==> src/common/iocps_defines.svh <==
`ifndef IOCPS_DEFINES_SVH
`define IOCPS_DEFINES_SVH
`define IOCPS_PORT_SEL_LSB_DEFAULT 9
`define IOCPS_PORT_SEL_LSB_ALT 8
`define IOCPS_DATA_LSB 0
`define IOCPS_CTRL_ADVANCE_BIT 7
`define IOCPS_IN_PORT_RX 2'h0
`define IOCPS_IN_PORT_STATUS 2'h1
`define IOCPS_IN_PORT_PROM 2'h2
`define IOCPS_OUT_PORT_TX 2'h0
`define IOCPS_OUT_PORT_CTRL 2'h1
`define IOCPS_OUT_PORT_PADDR 2'h2
`define IOCPS_OUT_PORT_PDATA 2'h3
`define IOCPS_OUT_LATCH_RESET 8'h00
`define IOCPS_IN_PULLUP 8'hff
`endif

==> src/common/iocps_pkg.sv <==
package iocps_pkg;
    typedef enum logic [1:0] {
        IOCPS_SERIAL_UART,
        IOCPS_SERIAL_DISABLED,
        IOCPS_SERIAL_ABSENT,
        IOCPS_SERIAL_BYPASS
    } iocps_serial_mode_type;
    typedef enum logic {
        IOCPS_SEL_REG,
        IOCPS_SEL_ADDR
    } iocps_sel_src_type;
    typedef logic [7:0] iocps_byte_type;
endpackage

==> src/common/iocps_latch_if.sv <==
`timescale 1ns/1ps
interface iocps_latch_if;
    logic [3:0] port_en;
    logic [7:0] wr_data;
    logic [7:0] q [4];
    modport decoder (output port_en, output wr_data, input q);
    modport latches (input port_en, input wr_data, output q);
endinterface

==> src/hdl/iocps_out_latches.sv <==
`timescale 1ns/1ps
`include "iocps_defines.svh"
module iocps_out_latches (
    // Clock and reset
    input wire logic i_clk,
    input wire logic i_rst_n,
    // Decoder side
    iocps_latch_if.latches lat
);
    // Each latch loads only on its own enable, else holds
    for (genvar g = 0; g < 4; g++) begin : g_lat
        always_ff @(posedge i_clk or negedge i_rst_n) begin
            if (!i_rst_n) begin
                lat.q[g] <= `IOCPS_OUT_LATCH_RESET;
            end else if (lat.port_en[g]) begin
                lat.q[g] <= lat.wr_data; // RULE_14
            end
        end
    end
endmodule // iocps_out_latches

==> src/hdl/iocps_card.sv <==
// Behaviour
// (RULE_01) Register-select lines, qualified, select the card
// (RULE_02) Address enable forced active in that mode
// (RULE_03) Register-select output feeds address-decode enable
// (RULE_04) Qualifier may be forced permanently active
// (RULE_05) Port select from bits 9-10 or 8-9
// (RULE_06) Output data from muxed bus or data bus
// (RULE_07) Absent serial chip: ports 0,1 read high
// (RULE_08) Disabled transceiver never drives input ports
// (RULE_09) Bypass passes serial lines as single bits
// (RULE_10) System keeps terminal ports for terminal only
// (RULE_11) Ports 2, 9, 10, 11 serve programmer
// (RULE_12) No other access during programming
// (RULE_13) Strobe plus enables selects one port
// (RULE_14) Output latches hold until readdressed
// (RULE_15) Ports 0/1 rx and status; 8/9 tx, control
// (RULE_16) Control bit seven sets reader advance latch
// (RULE_17) Jumper choices are build-time parameters
`timescale 1ns/1ps
`include "iocps_defines.svh"
module iocps_card #(
    // Build-time jumper choices (RULE_17)
    parameter iocps_pkg::iocps_sel_src_type SEL_SRC = iocps_pkg::IOCPS_SEL_REG,
    parameter bit FORCE_QUALIFIER = 1'b0,
    parameter bit PORT_SEL_ALT = 1'b0,
    parameter bit DATA_FROM_SEP_BUS = 1'b0,
    parameter iocps_pkg::iocps_serial_mode_type SERIAL_MODE =
        iocps_pkg::IOCPS_SERIAL_UART,
    parameter logic [1:0] REG_SELECT_MATCH = 2'h0
) (
    // Clock and reset
    input wire logic i_clk,
    input wire logic i_rst_n,
    // Processor bus
    input wire logic [13:0] i_muxed_addr_data_bus,
    input wire logic [7:0] i_separate_data_bus,
    input wire logic i_reg_select_lo,
    input wire logic i_reg_select_hi,
    input wire logic i_memory_mode_two,
    input wire logic i_high_address_match,
    input wire logic i_io_in,
    input wire logic i_io_out,
    output logic [7:0] o_input_data_bus,
    // Transceiver side
    input wire logic [7:0] i_rx_data,
    input wire logic [7:0] i_rx_status,
    input wire logic i_rx_output_enable_n,
    input wire logic i_status_output_enable_n,
    input wire logic i_tx_serial_bit,
    input wire logic i_terminal_serial_in,
    input wire logic i_rx_start,
    output logic o_tx_start,
    output logic o_terminal_serial_out,
    output logic o_tape_reader_advance,
    // General input ports and programmer
    input wire logic [7:0] i_in_port3,
    input wire logic [7:0] i_prom_data_out,
    output logic [7:0] o_out_tx_data,
    output logic [7:0] o_out_prom_control,
    output logic [7:0] o_out_prom_address,
    output logic [7:0] o_out_prom_data
);
    iocps_latch_if lat ();
    logic [13:0] bus_s1, bus_s2;
    logic [7:0] db_s1, db_s2;
    logic [7:0] ctl_s1, ctl_s2;
    logic [7:0] rxd_s1, rxd_s2, rxs_s1, rxs_s2;
    logic [7:0] p3_s1, p3_s2, pd_s1, pd_s2;
    logic in_s2_prev, out_s2_prev;
    logic reg_sel, addr_en, card_en, qual;
    logic [1:0] port_sel;
    logic in_strobe, out_strobe;
    logic [3:0] in_en;
    logic [7:0] port0_data, port1_data;

    // Two-stage synchronisers on every pin
    always_ff @(posedge i_clk or negedge i_rst_n) begin
        if (!i_rst_n) begin
            bus_s1 <= 14'h0000;
            bus_s2 <= 14'h0000;
            db_s1 <= 8'h00;
            db_s2 <= 8'h00;
            ctl_s1 <= 8'h00;
            ctl_s2 <= 8'h00;
            rxd_s1 <= 8'h00;
            rxd_s2 <= 8'h00;
            rxs_s1 <= 8'h00;
            rxs_s2 <= 8'h00;
            p3_s1 <= 8'h00;
            p3_s2 <= 8'h00;
            pd_s1 <= 8'h00;
            pd_s2 <= 8'h00;
        end else begin
            bus_s1 <= i_muxed_addr_data_bus;
            bus_s2 <= bus_s1;
            db_s1 <= i_separate_data_bus;
            db_s2 <= db_s1;
            ctl_s1 <= {i_reg_select_lo, i_reg_select_hi, i_memory_mode_two,
                       i_high_address_match, i_io_in, i_io_out,
                       i_rx_output_enable_n, i_status_output_enable_n};
            ctl_s2 <= ctl_s1;
            rxd_s1 <= i_rx_data;
            rxd_s2 <= rxd_s1;
            rxs_s1 <= i_rx_status;
            rxs_s2 <= rxs_s1;
            p3_s1 <= i_in_port3;
            p3_s2 <= p3_s1;
            pd_s1 <= i_prom_data_out;
            pd_s2 <= pd_s1;
        end
    end

    logic [2:0] ser_s1, ser_s2;
    always_ff @(posedge i_clk or negedge i_rst_n) begin
        if (!i_rst_n) begin
            ser_s1 <= 3'h7;
            ser_s2 <= 3'h7;
        end else begin
            ser_s1 <= {i_tx_serial_bit, i_terminal_serial_in, i_rx_start};
            ser_s2 <= ser_s1;
        end
    end

    // Module select
    assign reg_sel = ({ctl_s2[7], ctl_s2[6]} == REG_SELECT_MATCH);
    always_comb begin
        if (SEL_SRC == iocps_pkg::IOCPS_SEL_REG) begin
            addr_en = 1'b1; // RULE_02
            card_en = reg_sel & addr_en; // RULE_01
        end else begin
            addr_en = ctl_s2[4];
            card_en = addr_en & reg_sel; // RULE_03
        end
    end
    assign qual = FORCE_QUALIFIER ? 1'b1 : ctl_s2[5]; // RULE_04
    assign port_sel = PORT_SEL_ALT ?
        bus_s2[`IOCPS_PORT_SEL_LSB_ALT +: 2] :
        bus_s2[`IOCPS_PORT_SEL_LSB_DEFAULT +: 2]; // RULE_05

    // Strobes act on their rising edge, one enable per operation
    always_ff @(posedge i_clk or negedge i_rst_n) begin
        if (!i_rst_n) begin
            in_s2_prev <= 1'b0;
            out_s2_prev <= 1'b0;
        end else begin
            in_s2_prev <= ctl_s2[3];
            out_s2_prev <= ctl_s2[2];
        end
    end
    assign in_strobe = card_en & qual & ctl_s2[3] & ~in_s2_prev; // RULE_13
    assign out_strobe = card_en & qual & ctl_s2[2] & ~out_s2_prev; // RULE_13
    assign in_en = in_strobe ? (4'h1 << port_sel) : 4'h0; // RULE_13
    assign lat.port_en = out_strobe ? (4'h1 << port_sel) : 4'h0; // RULE_13
    assign lat.wr_data = DATA_FROM_SEP_BUS ? db_s2 :
        bus_s2[`IOCPS_DATA_LSB +: 8]; // RULE_06

    iocps_out_latches u_latches (
        .i_clk(i_clk),
        .i_rst_n(i_rst_n),
        .lat(lat)
    );

    // Input port 0/1 sources by serial mode
    always_comb begin
        port0_data = `IOCPS_IN_PULLUP;
        port1_data = `IOCPS_IN_PULLUP;
        unique case (SERIAL_MODE)
            iocps_pkg::IOCPS_SERIAL_UART: begin
                if (!ctl_s2[1]) port0_data = rxd_s2; // RULE_15
                if (!ctl_s2[0]) port1_data = rxs_s2; // RULE_15
            end
            iocps_pkg::IOCPS_SERIAL_DISABLED: begin
                port0_data = `IOCPS_IN_PULLUP; // RULE_08
            end
            iocps_pkg::IOCPS_SERIAL_ABSENT: begin
                port0_data = `IOCPS_IN_PULLUP; // RULE_07
                port1_data = `IOCPS_IN_PULLUP; // RULE_07
            end
            iocps_pkg::IOCPS_SERIAL_BYPASS: begin
                port0_data = {7'h7f, ser_s2[1]}; // RULE_09
            end
        endcase
    end

    // Input data bus register, held between reads
    always_ff @(posedge i_clk or negedge i_rst_n) begin
        if (!i_rst_n) begin
            o_input_data_bus <= 8'h00;
        end else if (in_strobe) begin
            unique case (1'b1)
                in_en[`IOCPS_IN_PORT_RX]: o_input_data_bus <= port0_data;
                in_en[`IOCPS_IN_PORT_STATUS]: o_input_data_bus <= port1_data;
                in_en[`IOCPS_IN_PORT_PROM]: o_input_data_bus <= pd_s2; // RULE_11
                in_en[3]: o_input_data_bus <= p3_s2;
            endcase
        end
    end

    // Transmit start pulse from the port 8 enable
    always_ff @(posedge i_clk or negedge i_rst_n) begin
        if (!i_rst_n) begin
            o_tx_start <= 1'b0;
        end else begin
            o_tx_start <= lat.port_en[`IOCPS_OUT_PORT_TX] &&
                SERIAL_MODE == iocps_pkg::IOCPS_SERIAL_UART; // RULE_15
        end
    end

    // Serial output: resets high; in bypass port 8 latch bit 0 passes through, low until written
    always_ff @(posedge i_clk or negedge i_rst_n) begin
        if (!i_rst_n) begin
            o_terminal_serial_out <= 1'b1;
        end else if (SERIAL_MODE == iocps_pkg::IOCPS_SERIAL_BYPASS) begin
            o_terminal_serial_out <= lat.q[`IOCPS_OUT_PORT_TX][0]; // RULE_09
        end else begin
            o_terminal_serial_out <= ser_s2[2];
        end
    end

    // Tape reader advance: set wins over clear
    always_ff @(posedge i_clk or negedge i_rst_n) begin
        if (!i_rst_n) begin
            o_tape_reader_advance <= 1'b0;
        end else if (lat.port_en[`IOCPS_OUT_PORT_CTRL] &&
                     lat.wr_data[`IOCPS_CTRL_ADVANCE_BIT]) begin
            o_tape_reader_advance <= 1'b1; // RULE_16
        end else if (!ser_s2[0]) begin
            o_tape_reader_advance <= 1'b0; // RULE_16
        end
    end

    // Latched output ports to pins (RULE_11 ports 9-11)
    always_ff @(posedge i_clk or negedge i_rst_n) begin
        if (!i_rst_n) begin
            o_out_tx_data <= `IOCPS_OUT_LATCH_RESET;
            o_out_prom_control <= `IOCPS_OUT_LATCH_RESET;
            o_out_prom_address <= `IOCPS_OUT_LATCH_RESET;
            o_out_prom_data <= `IOCPS_OUT_LATCH_RESET;
        end else begin
            o_out_tx_data <= lat.q[`IOCPS_OUT_PORT_TX]; // RULE_15
            o_out_prom_control <= lat.q[`IOCPS_OUT_PORT_CTRL]; // RULE_11
            o_out_prom_address <= lat.q[`IOCPS_OUT_PORT_PADDR]; // RULE_11
            o_out_prom_data <= lat.q[`IOCPS_OUT_PORT_PDATA]; // RULE_11
        end
    end
endmodule // iocps_card

==> config.mk <==
export PLATFORM = sky130hd
export DESIGN_NAME = iocps_card
export DESIGN_NICKNAME = d
export VERILOG_FILES = /design/src/common/iocps_pkg.sv /design/src/common/iocps_latch_if.sv /design/src/hdl/iocps_out_latches.sv /design/src/hdl/iocps_card.sv
export VERILOG_INCLUDE_DIRS = /design/src /design/src/common
export SDC_FILE = /design/constraint.sdc
export NUM_CORES = 1
export LEC_CHECK = 0
export ABC_AREA = 1
export ABC_CLOCK_PERIOD_IN_PS = 3200
export BUFFER_PORTS_ARGS = -buffer_cell sky130_fd_sc_hd__buf_2
export CAP_MARGIN = 25
export CORE_MARGIN = 2
export CORE_UTILIZATION = 23
export DETAILED_ROUTE_END_ITERATION = 10
export PLACE_DENSITY_LB_ADDON = 0.08
export SYNTH_ARGS = -nofsm -noshare
export SYNTH_HDL_FRONTEND = slang
export SYNTH_SLANG_ARGS = --single-unit
==> constraint.sdc <==
create_clock -name i_clk -period 3.2 [get_ports i_clk]
set_input_delay 0.16 -clock i_clk [delete_from_list [all_inputs] [get_ports i_clk]]
set_output_delay 0.16 -clock i_clk [all_outputs]
set_load 0.02 [all_outputs]
==> impl_metrics.tcl <==
set metrics [dict create \
    max_freq_mhz 567 \
    clkTransAtPathRegs_ps 70 \
    drt_first_pass_iters 4 \
    p_leak_nw 3.59 \
    final_cell_count_no_fill 872 \
    post-place-cells 788 \
    hold_path.class "input pin to async pin" \
    post-route-min-period_ps 1760 \
    grt_setup_unrepaired "no" \
    clock-root-buffer "clkbuf_16" \
    port_buffers 95 \
    reg2regPathDepth 8 \
    fin_skew_ps 15.3 \
    core_area_um2 23600 \
    seq_area_frac_synth_pct 80.8 \
    antenna_left 0 \
    insertion_delay_ps 440 \
    diodes 0 \
    cts-buffers-inserted 17 \
    tns_ps 0 \
    critPathMaxStageDelay_ps 520 \
    die_h_um 159 \
    cts.sinks 179 \
    viasPerCell 3.64 \
    yosys_warnings 0 \
    worstPathRequired_ps 3500 \
    path_max_fanout 21 \
    ir_worst_vdd_mv 0.296 \
    vias 3177 \
    maxCapViolCount 0 \
    slew_viol_final 0 \
    startpoint_type "register" \
    grt_pass1_wl_um 18600 \
    nNetsFinal 607 \
    final_util_pct 31.8 \
    syn_inst 380 \
    synthDistinctLibCells 25 \
    drc 0 \
    critPathSlowestCell "nor2_4" \
    synth_area_leader_cell "dfrtp_1" \
    rows 56 \
    drive_gt1_share_pct 30.4 \
    netlist_area_um2 5550 \
    antenna_found_initial 0 \
    syn_to_final_growth_pct 35.3 \
    post_cts.repair.setup_buffers 0 \
    io_pins 110 \
    p_per_area_nw_per_um2 680 \
    crit_path_cell_trace "inv_1, nand2_1, nor2_4, nand2_4, nor2_4, inv_2, nand2_1, o21ai_2" \
    first_global_vias 3497 \
    n_fill_cell 2385 \
    drt_iter0_markers 122 \
    finalCritPeriodShare_pct 55.1 \
    place_congestion 0.702 \
    grt_usage_pct 9.51 \
    synthTopCellsByArea "dfrtp_1 78%, nand2_1 3.5%, dfstp_2 2.4%" \
    ys_ff_latch 179 \
    setup_viol 0 \
    syn_avg_cell_area_um2 14.6 \
    hold_viol 0 \
    r2r_slack_ps 1440 \
    grt_max_degree 72 \
    status "completed" \
    die_area_um2 25400 \
    cts_buffer_depth 2 \
    relSlewSlack_pct 54.8 \
    syn_nets 447 \
    start_util_pct 23.5 \
    die_x_um 159 \
    drt-total-wl_um 11000 \
    path_class "register to register" \
    post-dp-hpwl_um 7370 \
    worstPathArrival_ps 2060 \
    tightest_slew_ps 678 \
    wl_per_cell_um 12.6 \
    synth_top_area_share_pct 78.5 \
    grt-ovfl-total 0 \
    cts_tree "yes" \
    worstSetupEndpointType "register" \
    htree_num_levels 4 \
]
[layout by cell type (no fill, tap or decap), drive strengths merged]
cell type      n
or2            6
inv           30
nand2         57
a21oi          8
dfstp          5
clkinv         4
bufinv         1
o21ai         23
nor3           8
and3           1
clkbuf        18
clkinvlp       1
nand4         17
nand3         10
nor2          40
dfrtp        174
dlygate4sd3   52
buf           98
[synthesized netlist by cell type]
| cell type | number |
|---|---|
| a21oi_1 | 8 |
| and3_2 | 1 |
| buf_1 | 1 |
| buf_2 | 2 |
| buf_6 | 6 |
| dfrtp_1 | 174 |
| dfstp_2 | 5 |
| inv_1 | 18 |
| inv_2 | 3 |
| inv_4 | 1 |
| nand2_1 | 52 |
| nand2_2 | 3 |
| nand2_4 | 2 |
| nand3_1 | 8 |
| nand3_4 | 2 |
| nand4_1 | 16 |
| nand4_4 | 1 |
| nor2_1 | 33 |
| nor2_2 | 1 |
| nor2_4 | 6 |
| nor3_1 | 8 |
| o21ai_0 | 8 |
| o21ai_1 | 8 |
| o21ai_2 | 7 |
| or2_2 | 6 |
[sequential cells by signal, summed over array words and instances (netlist names), 8 cells and up]
signal,cells
pd_s2,8
bus_s2,10
o_out_tx_data,8
p3_s1,8
rxs_s2,8
rxd_s1,8
u_latches.lat.q,32
rxs_s1,8
o_out_prom_address,8
o_input_data_bus,8
rxd_s2,8
o_out_prom_control,8
pd_s1,8
o_out_prom_data,8
p3_s2,8
bus_s1,10
[report_power, final]
group          switching [mW]  internal, mW
Sequential             0.0885          2.47
Combinational           0.275         0.175
Clock                   0.962          1.13
Total                    1.33          3.78
[metal layers]
metal  up-vias  wire length [µm]  track usage, %
li1       1548                 -               -
met1      1536              5030            11.7
met2        80              5230            15.1
met3        13               555            3.52
met4         0               167            3.88
met5         -                 0               0
[path summary, 6_finish.rpt]
kind | to | startpoint
hold / removal | o_out_prom_control[2] | i_rst_n
min in group i_clk | ctl_s2[6] | ctl_s1[6]
max in group asynchronous | u_latches.lat.q[16] | i_rst_n
hold reg to reg | ctl_s2[6] | ctl_s1[6]
setup reg to reg | u_latches.lat.q[16] | ctl_s2[7]
setup / recovery | u_latches.lat.q[16] | ctl_s2[7]
[through the flow]
stage                     cell area (µm²)  setup slack (ps)  hold slack, ps  power, mW
after CTS                            7510              1380             331       5.20
after detailed placement             6380              1390             236       3.02
after global routing                 7510              1250             340       5.35
after global placement               6380              1390             230       3.01
final                                7510              1440             301       5.10
after floorplan                      5550              1960            -136       2.80
[cell families after synthesis]
family,Yosys count,synth area share [%]
AO/OA/AOI/OAI,31,3.27
flip-flops,179,80.8
buffers and inverters,31,3.00
AND/OR/NAND/NOR,139,12.9
[worst max-delay path, delay by kind of cell (launching register included)]
family | cells | cell delay, ps
simple gates | 5 | 1000
flops | 1 | 360
compound gates | 1 | 60
buf+inv | 2 | 220
[timing repair]
item | 4_1_cts | 5_1_grt
endpoints found under the setup margin | 0 | 0
hold endpoints to repair | 113 | 0
resized for setup | 0 | 0
hold buffers | 52 | 0
[layout make-up]
class	instances	area (µm²)	share of cell area (%)
sequential	179	4490	59.8
timing repair buffer	150	1040	13.8
multi-input combinational	170	897	12.0
clock buffer	18	439	5.85
tap	319	399	5.32
clock inverter	14	163	2.17
inverter	22	85.1	1.13
(Power assumes the default switching activity.)
